[src/cpu_ctrl_pkg.sv]
`default_nettype none
package cpu_ctrl_pkg;
	// Instruction codes presented on the decoder's command port
	typedef enum logic [3:0] {
		OP_NONE = 4'h0,
		OP_BLOCK_COMPARE = 4'h1,
		OP_WRITE_STANDBY = 4'h2,
		OP_WRITE_WATCHDOG = 4'h3,
		OP_TOGGLE_SET = 4'h4,
		OP_CHOOSE_BANK = 4'h5,
		OP_CHOOSE_BANK_ALT = 4'h6,
		OP_NOP = 4'h7,
		OP_ENABLE_IRQ = 4'h8,
		OP_MASK_IRQ = 4'h9
	} op_code_t;

	// Instruction as issued by the fetch stage
	typedef struct packed {
		op_code_t op;
		logic step_down;
		logic [2:0] bank;
		logic [7:0] imm;
		logic [7:0] imm_inv;
	} instr_t;

	// Arithmetic flags
	typedef struct packed {
		logic sign;
		logic zero;
		logic aux_carry_flag;
		logic par_ovf;
		logic borrow_out_flag;
	} flags_t;

	// Flag word field positions
	localparam int FLAG_SIGN_POS = 4;
	localparam int FLAG_ZERO_POS = 3;
	localparam int FLAG_AUX_POS = 2;
	localparam int FLAG_PV_POS = 1;
	localparam int FLAG_CY_POS = 0;

	// Reset values
	localparam logic [7:0] STANDBY_RESET = 8'h00;
	localparam logic [7:0] WATCHDOG_RESET = 8'h00;
	localparam logic [2:0] BANK_RESET = 3'h0;
	localparam logic [15:0] PTR_RESET = 16'h0000;
	localparam logic [7:0] COUNT_RESET = 8'h00;

	// Timing counts
	localparam int NOP_CYCLES = 2;

	// Control sequencer states, Gray coded from ST_IDLE through ST_COMPARE and back to ST_IDLE; ST_COMPARE to ST_READ_SRC changes two bits
	typedef enum logic [2:0] {
		ST_IDLE = 3'b000,
		ST_READ_SRC = 3'b001,
		ST_READ_DST = 3'b011,
		ST_COMPARE = 3'b010,
		ST_NOP_WAIT = 3'b110,
		ST_SUSPENDED = 3'b111
	} state_t;

	// Eight-bit subtract with all flag outcomes (dst minus src)
	function automatic flags_t sub_flags(input logic [7:0] a, input logic [7:0] b);
		logic [8:0] full;
		logic [4:0] low;
		logic [7:0] seven;
		flags_t f;
		full = {1'b0, a} - {1'b0, b};
		low = {1'b0, a[3:0]} - {1'b0, b[3:0]};
		seven = {1'b0, a[6:0]} - {1'b0, b[6:0]};
		f.sign = full[7];
		f.zero = (full[7:0] == 8'h00);
		f.aux_carry_flag = low[4];
		f.par_ovf = seven[7] ^ full[8];
		f.borrow_out_flag = full[8];
		return f;
	endfunction : sub_flags
endpackage : cpu_ctrl_pkg
`default_nettype wire

[src/cpu_control_and_block_compare.sv]
`default_nettype none
module cpu_control_and_block_compare
	import cpu_ctrl_pkg::*;
(
	// Clock and reset
	input wire logic clk_in,
	input wire logic rst_n_in,
	// Instruction issue
	input wire logic issue_valid_in,
	input wire instr_t issue_instr_in,
	output logic issue_ready_out,
	output logic done_out,
	// Operand load for the compare
	input wire logic [15:0] source_pointer_pair_in,
	input wire logic [15:0] target_pointer_pair_in,
	input wire logic [7:0] count_in,
	// Data memory read port and unused write strobe
	output logic mem_rd_out,
	output logic [15:0] mem_addr_out,
	input wire logic [7:0] mem_data_in,
	output logic mem_wr_out,
	// Interrupt and macro service
	input wire logic irq_req_in,
	input wire logic irq_maskable_in,
	input wire logic macro_req_in,
	input wire logic resume_in,
	output logic irq_ack_out,
	output logic macro_ack_out,
	output logic trap_out,
	// Architectural state
	output flags_t flags_out,
	output logic [15:0] source_pointer_pair_out,
	output logic [15:0] target_pointer_pair_out,
	output logic [7:0] count_out,
	output logic [7:0] standby_control_reg,
	output logic [7:0] watchdog_mode_reg,
	output logic [2:0] bank_select_field,
	output logic register_set_select_flag,
	output logic irq_accept_enable_flag,
	output logic busy_out
);
	state_t state;
	state_t next_state;
	logic [7:0] src_byte;
	logic step_down;
	logic hold_off;
	logic take_irq;
	logic take_macro;
	logic acceptable;
	logic issue_fire;
	flags_t cmp_flags;
	logic issue_taken;
	logic [7:0] check_diff;

	assign issue_fire = issue_valid_in && issue_ready_out;
	assign issue_ready_out = (state == ST_IDLE);
	// Write port exists only to show it is never used by this block
	assign mem_wr_out = 1'b0;
	assign cmp_flags = sub_flags(mem_data_in, src_byte);

	// Acknowledge gating; hold_off covers one instruction after enable or mask
	assign acceptable = !hold_off && (irq_maskable_in ? irq_accept_enable_flag : 1'b1);
	assign take_irq = irq_req_in && acceptable && (state == ST_IDLE || state == ST_COMPARE);
	assign take_macro = macro_req_in && !hold_off && (state == ST_IDLE || state == ST_COMPARE) && !take_irq;

	// Next state; a compare is checked for suspension only between byte steps
	always_comb begin
		next_state = state;
		case (state)
			ST_IDLE: begin
				if (take_irq || take_macro) begin
					next_state = ST_IDLE;
				end else if (issue_fire && issue_instr_in.op == OP_BLOCK_COMPARE) begin
					next_state = (count_in == 8'h00) ? ST_IDLE : ST_READ_SRC;
				end else if (issue_fire && issue_instr_in.op == OP_NOP) begin
					next_state = ST_NOP_WAIT;
				end
			end
			ST_READ_SRC: next_state = ST_READ_DST;
			ST_READ_DST: next_state = ST_COMPARE;
			ST_COMPARE: begin
				if (cmp_flags.borrow_out_flag || count_out == 8'h01) begin
					next_state = ST_IDLE;
				end else if (take_irq || take_macro) begin
					next_state = ST_SUSPENDED;
				end else begin
					next_state = ST_READ_SRC;
				end
			end
			ST_NOP_WAIT: next_state = ST_IDLE;
			ST_SUSPENDED: begin
				if (resume_in) begin
					next_state = ST_READ_SRC;
				end
			end
			default: next_state = ST_IDLE;
		endcase
	end

	// State register
	always_ff @(posedge clk_in or negedge rst_n_in) begin
		if (!rst_n_in) begin
			state <= ST_IDLE;
		end else begin
			state <= next_state;
		end
	end

	// Memory read sequencing: source byte first, then target
	always_comb begin
		mem_rd_out = (state == ST_READ_SRC) || (state == ST_READ_DST);
		mem_addr_out = (state == ST_READ_SRC) ? source_pointer_pair_out : target_pointer_pair_out;
	end

	// Capture the source byte; read data arrives in the following cycle
	always_ff @(posedge clk_in or negedge rst_n_in) begin
		if (!rst_n_in) begin
			src_byte <= 8'h00;
		end else if (state == ST_READ_DST) begin
			src_byte <= mem_data_in;
		end
	end

	// Pointers and count; held while suspended so the return path can resume
	always_ff @(posedge clk_in or negedge rst_n_in) begin
		if (!rst_n_in) begin
			source_pointer_pair_out <= PTR_RESET;
			target_pointer_pair_out <= PTR_RESET;
			count_out <= COUNT_RESET;
			step_down <= 1'b0;
		end else if (issue_fire && !take_irq && !take_macro && issue_instr_in.op == OP_BLOCK_COMPARE) begin
			source_pointer_pair_out <= source_pointer_pair_in;
			target_pointer_pair_out <= target_pointer_pair_in;
			count_out <= count_in;
			step_down <= issue_instr_in.step_down;
		end else if (state == ST_COMPARE) begin
			source_pointer_pair_out <= step_down ? source_pointer_pair_out - 16'h0001
				: source_pointer_pair_out + 16'h0001;
			target_pointer_pair_out <= step_down ? target_pointer_pair_out - 16'h0001
				: target_pointer_pair_out + 16'h0001;
			count_out <= count_out - 8'h01;
		end
	end

	// Flags follow each subtraction, so the last one stays after the end
	always_ff @(posedge clk_in or negedge rst_n_in) begin
		if (!rst_n_in) begin
			flags_out <= '0;
		end else if (state == ST_COMPARE) begin
			flags_out <= cmp_flags;
		end
	end

	// Protected registers: the complement check guards against stray code
	always_ff @(posedge clk_in or negedge rst_n_in) begin
		if (!rst_n_in) begin
			standby_control_reg <= STANDBY_RESET;
			watchdog_mode_reg <= WATCHDOG_RESET;
		end else if (issue_fire && !take_irq && !take_macro
			&& issue_instr_in.imm == ~issue_instr_in.imm_inv) begin
			if (issue_instr_in.op == OP_WRITE_STANDBY) begin
				standby_control_reg <= issue_instr_in.imm;
			end
			if (issue_instr_in.op == OP_WRITE_WATCHDOG) begin
				watchdog_mode_reg <= issue_instr_in.imm;
			end
		end
	end

	// Trap pulse on a bad complement
	always_ff @(posedge clk_in or negedge rst_n_in) begin
		if (!rst_n_in) begin
			trap_out <= 1'b0;
		end else begin
			trap_out <= issue_fire && !take_irq && !take_macro
				&& (issue_instr_in.op == OP_WRITE_STANDBY || issue_instr_in.op == OP_WRITE_WATCHDOG)
				&& issue_instr_in.imm != ~issue_instr_in.imm_inv;
		end
	end

	// Bank and register set selection
	always_ff @(posedge clk_in or negedge rst_n_in) begin
		if (!rst_n_in) begin
			bank_select_field <= BANK_RESET;
			register_set_select_flag <= 1'b0;
		end else if (issue_fire && !take_irq && !take_macro) begin
			case (issue_instr_in.op)
				OP_TOGGLE_SET: register_set_select_flag <= !register_set_select_flag;
				OP_CHOOSE_BANK: begin
					bank_select_field <= issue_instr_in.bank;
					register_set_select_flag <= 1'b0;
				end
				OP_CHOOSE_BANK_ALT: begin
					bank_select_field <= issue_instr_in.bank;
					register_set_select_flag <= 1'b1;
				end
				default: begin
				end
			endcase
		end
	end

	// Interrupt enable and the one-instruction hold-off window
	always_ff @(posedge clk_in or negedge rst_n_in) begin
		if (!rst_n_in) begin
			irq_accept_enable_flag <= 1'b0;
			hold_off <= 1'b0;
		end else if (issue_fire && !take_irq && !take_macro) begin
			hold_off <= (issue_instr_in.op == OP_ENABLE_IRQ) || (issue_instr_in.op == OP_MASK_IRQ);
			if (issue_instr_in.op == OP_ENABLE_IRQ) begin
				irq_accept_enable_flag <= 1'b1;
			end
			if (issue_instr_in.op == OP_MASK_IRQ) begin
				irq_accept_enable_flag <= 1'b0;
			end
		end
	end

	// Acknowledge and completion pulses
	always_ff @(posedge clk_in or negedge rst_n_in) begin
		if (!rst_n_in) begin
			irq_ack_out <= 1'b0;
			macro_ack_out <= 1'b0;
			done_out <= 1'b0;
		end else begin
			irq_ack_out <= take_irq;
			macro_ack_out <= take_macro;
			done_out <= (state != ST_IDLE && state != ST_SUSPENDED && next_state == ST_IDLE)
				|| (issue_fire && !take_irq && !take_macro && next_state == ST_IDLE);
		end
	end

	assign busy_out = (state != ST_IDLE);

	a_nop_two_cycles: assert property (@(posedge clk_in) disable iff (!rst_n_in)
		(state == ST_NOP_WAIT) |=> (state == ST_IDLE) && done_out)
		else $error("nop did not finish in two cycles");
	a_no_mem_write: assert property (@(posedge clk_in) disable iff (!rst_n_in)
		busy_out |-> !mem_wr_out)
		else $error("memory written during compare");
	a_ei_holdoff: assert property (@(posedge clk_in) disable iff (!rst_n_in)
		(issue_fire && issue_instr_in.op == OP_ENABLE_IRQ && !take_irq && !take_macro) |=> !take_irq && !take_macro)
		else $error("acknowledge right after enable");
	a_di_holdoff: assert property (@(posedge clk_in) disable iff (!rst_n_in)
		(issue_fire && issue_instr_in.op == OP_MASK_IRQ && !take_irq && !take_macro) |=> !take_irq && !take_macro)
		else $error("acknowledge right after mask");
	a_trap_no_write: assert property (@(posedge clk_in) disable iff (!rst_n_in)
		trap_out |-> $stable(standby_control_reg) && $stable(watchdog_mode_reg))
		else $error("protected write despite trap");
	a_stop_on_borrow: assert property (@(posedge clk_in) disable iff (!rst_n_in)
		(state == ST_COMPARE && cmp_flags.borrow_out_flag) |=> state == ST_IDLE)
		else $error("compare ran past source above target");
	a_suspend_keeps: assert property (@(posedge clk_in) disable iff (!rst_n_in)
		(state == ST_SUSPENDED) |=> $stable(count_out) && $stable(source_pointer_pair_out))
		else $error("operands changed while suspended");
	a_flags_last: assert property (@(posedge clk_in) disable iff (!rst_n_in)
		(state == ST_COMPARE) |=> flags_out == $past(cmp_flags))
		else $error("flags not from last subtraction");
	a_alt_bank: assert property (@(posedge clk_in) disable iff (!rst_n_in)
		(issue_fire && !take_irq && !take_macro && issue_instr_in.op == OP_CHOOSE_BANK_ALT)
		|=> register_set_select_flag && bank_select_field == $past(issue_instr_in.bank))
		else $error("alternate bank choice wrong");
	a_ctrl_flags: assert property (@(posedge clk_in) disable iff (!rst_n_in)
		(state != ST_COMPARE) |=> $stable(flags_out))
		else $error("flags moved outside compare");

	// Helpers for the checks below; the difference is formed apart from the flag function
	assign issue_taken = issue_fire && !take_irq && !take_macro;
	assign check_diff = mem_data_in - src_byte;

	// Flag outcomes from bits of the separate difference and from plain comparisons rather than the borrow chain
	a_sign_bit: assert property (@(posedge clk_in) disable iff (!rst_n_in)
		(state == ST_COMPARE) |=> flags_out.sign == $past(check_diff[7]))
		else $error("sign flag differs from result bit 7");
	a_zero_result: assert property (@(posedge clk_in) disable iff (!rst_n_in)
		(state == ST_COMPARE) |=> flags_out.zero == ($past(check_diff) == 8'h00))
		else $error("zero flag differs from result");
	a_aux_borrow: assert property (@(posedge clk_in) disable iff (!rst_n_in)
		(state == ST_COMPARE) |=> flags_out.aux_carry_flag == $past(mem_data_in[3:0] < src_byte[3:0]))
		else $error("aux carry differs from low nibble borrow");
	a_overflow_flag: assert property (@(posedge clk_in) disable iff (!rst_n_in)
		(state == ST_COMPARE)
		|=> flags_out.par_ovf == $past((mem_data_in[7] ^ src_byte[7]) & (mem_data_in[7] ^ check_diff[7])))
		else $error("overflow flag differs from signed result");
	a_borrow_out: assert property (@(posedge clk_in) disable iff (!rst_n_in)
		(state == ST_COMPARE) |=> flags_out.borrow_out_flag == $past(mem_data_in < src_byte))
		else $error("borrow flag differs from magnitude compare");

	// Sequencing: last byte, empty count, return from suspension, acknowledge points and nop entry
	a_stop_on_count: assert property (@(posedge clk_in) disable iff (!rst_n_in)
		(state == ST_COMPARE && count_out == 8'h01) |=> state == ST_IDLE && count_out == 8'h00)
		else $error("compare ran past the last byte");
	a_empty_count: assert property (@(posedge clk_in) disable iff (!rst_n_in)
		(issue_taken && issue_instr_in.op == OP_BLOCK_COMPARE && count_in == 8'h00)
		|=> state == ST_IDLE && done_out)
		else $error("empty compare did not end at once");
	a_resume_path: assert property (@(posedge clk_in) disable iff (!rst_n_in)
		(state == ST_SUSPENDED && resume_in) |=> state == ST_READ_SRC)
		else $error("suspended compare did not continue");
	a_suspend_target: assert property (@(posedge clk_in) disable iff (!rst_n_in)
		(state == ST_SUSPENDED) |=> $stable(target_pointer_pair_out))
		else $error("target pointer changed while suspended");
	a_ack_points: assert property (@(posedge clk_in) disable iff (!rst_n_in)
		(irq_ack_out || macro_ack_out) |-> $past(state == ST_IDLE || state == ST_COMPARE))
		else $error("acknowledge outside an instruction boundary");
	a_nop_entry: assert property (@(posedge clk_in) disable iff (!rst_n_in)
		(issue_taken && issue_instr_in.op == OP_NOP)
		|=> state == ST_NOP_WAIT && !done_out)
		else $error("nop finished in one cycle");

	// Protected registers move only through their own checked instruction
	a_standby_guard: assert property (@(posedge clk_in) disable iff (!rst_n_in)
		!(issue_taken && issue_instr_in.op == OP_WRITE_STANDBY) |=> $stable(standby_control_reg))
		else $error("standby register moved without its instruction");
	a_watchdog_guard: assert property (@(posedge clk_in) disable iff (!rst_n_in)
		!(issue_taken && issue_instr_in.op == OP_WRITE_WATCHDOG) |=> $stable(watchdog_mode_reg))
		else $error("watchdog register moved without its instruction");
	a_standby_write: assert property (@(posedge clk_in) disable iff (!rst_n_in)
		(issue_taken && issue_instr_in.op == OP_WRITE_STANDBY && issue_instr_in.imm == ~issue_instr_in.imm_inv)
		|=> standby_control_reg == $past(issue_instr_in.imm))
		else $error("standby write did not land");
	a_watchdog_write: assert property (@(posedge clk_in) disable iff (!rst_n_in)
		(issue_taken && issue_instr_in.op == OP_WRITE_WATCHDOG && issue_instr_in.imm == ~issue_instr_in.imm_inv)
		|=> watchdog_mode_reg == $past(issue_instr_in.imm))
		else $error("watchdog write did not land");
	a_trap_raised: assert property (@(posedge clk_in) disable iff (!rst_n_in)
		(issue_taken && (issue_instr_in.op == OP_WRITE_STANDBY || issue_instr_in.op == OP_WRITE_WATCHDOG)
		&& issue_instr_in.imm != ~issue_instr_in.imm_inv) |=> trap_out)
		else $error("bad complement raised no trap");

	// Selection and interrupt state
	a_toggle_set: assert property (@(posedge clk_in) disable iff (!rst_n_in)
		(issue_taken && issue_instr_in.op == OP_TOGGLE_SET)
		|=> register_set_select_flag != $past(register_set_select_flag))
		else $error("set select flag not inverted");
	a_plain_bank: assert property (@(posedge clk_in) disable iff (!rst_n_in)
		(issue_taken && issue_instr_in.op == OP_CHOOSE_BANK)
		|=> !register_set_select_flag && bank_select_field == $past(issue_instr_in.bank))
		else $error("plain bank choice wrong");
	a_irq_enable: assert property (@(posedge clk_in) disable iff (!rst_n_in)
		(issue_taken && issue_instr_in.op == OP_ENABLE_IRQ) |=> irq_accept_enable_flag)
		else $error("enable did not set the accept flag");
	a_irq_mask: assert property (@(posedge clk_in) disable iff (!rst_n_in)
		(issue_taken && issue_instr_in.op == OP_MASK_IRQ) |=> !irq_accept_enable_flag)
		else $error("mask did not clear the accept flag");
	a_mask_blocks: assert property (@(posedge clk_in) disable iff (!rst_n_in)
		(irq_req_in && irq_maskable_in && !irq_accept_enable_flag) |=> !irq_ack_out)
		else $error("maskable request answered while masked");

	c_compare_suspend: cover property (@(posedge clk_in) disable iff (!rst_n_in) state == ST_SUSPENDED);
	c_trap: cover property (@(posedge clk_in) disable iff (!rst_n_in) trap_out);
	c_compare_end: cover property (@(posedge clk_in) disable iff (!rst_n_in)
		state == ST_COMPARE ##1 state == ST_IDLE);
	c_macro_ack: cover property (@(posedge clk_in) disable iff (!rst_n_in) macro_ack_out && busy_out);
	c_holdoff_hit: cover property (@(posedge clk_in) disable iff (!rst_n_in) hold_off && irq_req_in && issue_fire);
endmodule : cpu_control_and_block_compare
`default_nettype wire

[config.mk]
export PLATFORM = sky130hd
export DESIGN_NAME = cpu_control_and_block_compare
export DESIGN_NICKNAME = d
export VERILOG_FILES = /design/src/cpu_ctrl_pkg.sv /design/src/cpu_control_and_block_compare.sv
export SDC_FILE = /design/constraint.sdc
export NUM_CORES = 1
export LEC_CHECK = 0
export BUFFER_PORTS_ARGS = -buffer_cell sky130_fd_sc_hd__buf_4
export CAP_MARGIN = 20
export CORE_MARGIN = 2
export CORE_UTILIZATION = 35
export DETAILED_ROUTE_END_ITERATION = 10
export GPL_TIMING_DRIVEN = 1
export PLACE_DENSITY = 0.67
export SETUP_SLACK_MARGIN = 0.3
export SYNTH_ARGS = -nofsm -noshare
export SYNTH_HDL_FRONTEND = slang
export SYNTH_SLANG_ARGS = --single-unit
[constraint.sdc]
create_clock -name clk_in -period 3 [get_ports clk_in]
set_input_delay 0.6 -clock clk_in [delete_from_list [all_inputs] [get_ports clk_in]]
set_output_delay 0.6 -clock clk_in [all_outputs]
set_load 0.005 [all_outputs]
==> impl_results.md <==
- Synth Register Bits: just over 80
- Drc violations: 0
- Total GRT Usage: roughly 18%
- Hold crit path type: primary input to asynchronous set/reset pin
- Row count: 45
- R2R cell count: 8
- Mapped Avg Cell Area: between 9 and 10 um^2
- NumNets Final: around 860
- Clock Power Share: approximately an eighth
- Final wirelength: 15.5 mm
- Antenna cells: 0
- Die X: between 100 and 150 um
- Int Power: 0.00505 W
- Area leader, netlist: dfrtp_1
- Switching Fraction: 43.4%
- Startpoint class of the critical path: register
- Routed vias/inst: around 5.2
- Placer Congestion: about 0.84
- PD cells: ~1200 nW/um^2
- Post-route clock skew: about 0.011 ns
- Mapped Nets: between 600 and 700
- Final setup fails: 0
- TritonRoute pass-1 iters: 5
- Comb pwr share: roughly 64%
- Fin crit share: around 87%
- Slew margin rel.: between 50% and 60%
- Clock root buffer master: clkbuf_16
- Pleak: 3.57 nW
- Result of the run: finished, final reports clean
- Largest registers: source_pointer_pair_out (16), target_pointer_pair_out (16)
- Worst r2r src: step_down
- Crit path DAT: between 2 and 3 ns
- Share of power burned in registers: 23.1%
- Antenna violations before repair: 0
- NetSw: slightly below 0.004 W
- CP Max Fanout: 12
- CTS Sinks: between 80 and 90
- Final Hold Viols: 0
- Maxcap violations: 0
- Critical path type: register to register
- Total CTS buffers: 9
- Number of global-route vias before repair: ~4.7k
- DP Area: roughly 7000 um^2
- # H-tree levels: 3
- Most frequent cell after synthesis: dfrtp_1
- GRT overflow: 0
- Ys async rst share: 100%
- Initial DRC Count: between 200 and 300
- Worst-Margin Slew: between 0.6 and 0.7 ns
- Clock slew at reported path FFs: roughly 0.070 ns
- Critical path capture point type: register
- Area contributors post-synth: dfrtp_1 (38%), ha_1 (8.7%), mux2_2 (6.6%), o21ai_0 (4.3%), xor2_1 (3.5%)
- Post-route setup TNS: 0 ns
- First-pass GRT wire length: ~24 mm
- Cells after Synth: approximately 570
- FF-to-FF setup slack: 0.38 ns
- CTS Hold Bufs: 0
- Post-synth top cells: dfrtp_1 (83), o21ai_0 (47), nand2_1 (46)
- Clk Latency, worst-skew pair: 0.36 ns
- Synth warn: 0
- Core Region: 15300 um^2
- Ys flop type: dfrtp_1
- Antenna-violating nets left: 0
- Port Buffers: between 150 and 200
- Slew Limit Fails: 0
- Clock tree buffer depth: 2
- Area grow syn2layout: 34.5%
- Seq/Total Area, Yosys: 37.8%
- Fillcell total: around 1.4k
- Total vias in the final route: ~5k
- Die ar.: 16700 um^2
- Maximum vdd drop: between 0.4 and 0.5 mV
- Max Freq: 381 MHz
- Post-Syn Area: 5490 um^2
- Minimum clock period: about 2.6 ns
- HPWL after detailed placement: roughly 12 mm
- Synth top area share: between 30% and 40%
- Share of post-route cells with drive strength above 1: between 30% and 40%
- Largest net degree at the start of global routing: 49
- Yosys cell types: 59
- Unrepaired setup endpoints after global routing: yes
- EDFF count, synth: 0
- I/O pin count: about 170
- R2r endpoint: source_pointer_pair_out[15]
- CTS tree: built
- Starting Density: between 30 and 40%
- WP data required: ~3.3 ns
- Drt wl/cell: 16.1 um
- Die height: roughly 130 um
- Fin area: 7380 um^2
[kinds of logic after synthesis]
group / Yosys count / synth area share (%)
DFF: 83 / 37.8
xor gates and xnor gates: 39 / 6.22
buffers and inverters: 43 / 3.58
muxes: 40 / 8.75
adders and majority gates: 41 / 9.76
AOI/OAI and AO/OA: 167 / 19.9
other: 1 / 0.0683
and+or+nand+nor: 155 / 13.9
[worst max-delay path, cell delays in order, from the launching register on]
cell	delay (ns)
dfrtp_4	0.56
buf_4	0.23
ha_1	0.37
a21o_1	0.20
a2111oi_1	0.42
a21oi_1	0.14
xnor2_1	0.15
or3_1	0.31
a31oi_1	0.16
[cell type report]
cell class | instances | area [um^2] | share of cell area (%)
sequential | 83 | 2080 | 28.2
clock buffer | 9 | 225 | 3.05
inverter | 23 | 91.3 | 1.24
tap | 211 | 264 | 3.58
multi-input combinational | 443 | 3250 | 44.1
clock inverter | 7 | 73.8 | 1.00
timing repair buffer | 184 | 1390 | 18.9
[worst max-delay path by stage]
stage / startpoint / endpoint / slack, ns
finish: step_down / source_pointer_pair_out[15] / 0.38
global route: step_down / source_pointer_pair_out[15] / 0.23
CTS: step_down / target_pointer_pair_out[15] / 0.37
detailed placement: mem_data_in[0] / done_out / 0.21
global placement: mem_data_in[0] / done_out / 0.30
floorplan: mem_data_in[0] / done_out / 0.50
[power by group through the flow]
stage / Combinational [W] / Clock, W / Sequential (W)
2_1_floorplan: 0.00372 / 0 / 0.00196
3_3_place_gp: 0.00547 / 0 / 0.00209
3_5_place_dp: 0.00552 / 0 / 0.00209
4_1_cts: 0.00559 / 0.00116 / 0.00206
5_1_grt: 0.00637 / 0.00120 / 0.00213
6_report: 0.00571 / 0.00114 / 0.00206
[timing repair]
action	in CTS	in global routing
gates cloned	0	0
setup endpoints to repair	2	5
pin swaps	0	1
resized for setup	1	12
buffers inserted	1	2
[layout by cell type (no fill, tap or decap), drive strengths merged, types with 17 or more instances in the layout]
| cell type | count |
|---|---|
| o21ai | 48 |
| nor2 | 39 |
| dfrtp | 83 |
| buf | 184 |
| a21oi | 36 |
| xor2 | 22 |
| nand2 | 46 |
| inv | 24 |
| xnor2 | 17 |
| ha | 38 |
| mux2 | 40 |
[metrics by stage]
step / worst slack, ns / utilization, % / instances / hold WS (ns) / total power (W)
5_1_grt: 0.233 / 48.4 / 960 / 0.299 / 0.00971
3_5_place_dp: 0.214 / 46.1 / 941 / 0.473 / 0.00761
3_3_place_gp: 0.297 / 46.1 / 941 / 0.467 / 0.00756
4_1_cts: 0.368 / 48.1 / 958 / 0.277 / 0.00882
2_1_floorplan: 0.499 / - / 569 / 0.304 / 0.00568
6_report: 0.378 / 48.4 / 960 / 0.248 / 0.00891
[routing by layer]
| metal | up-vias | global-route usage, % | wire length [um] |
|---|---|---|---|
| met3 | 12 | 5.41 | 1080 |
| li1 | 2440 | - | - |
| met2 | 147 | 29.1 | 7010 |
| met4 | 0 | 4.80 | 177 |
| met5 | - | 0 | 0 |
| met1 | 2375 | 24.6 | 7210 |
Power figures use the tool's default switching activity.
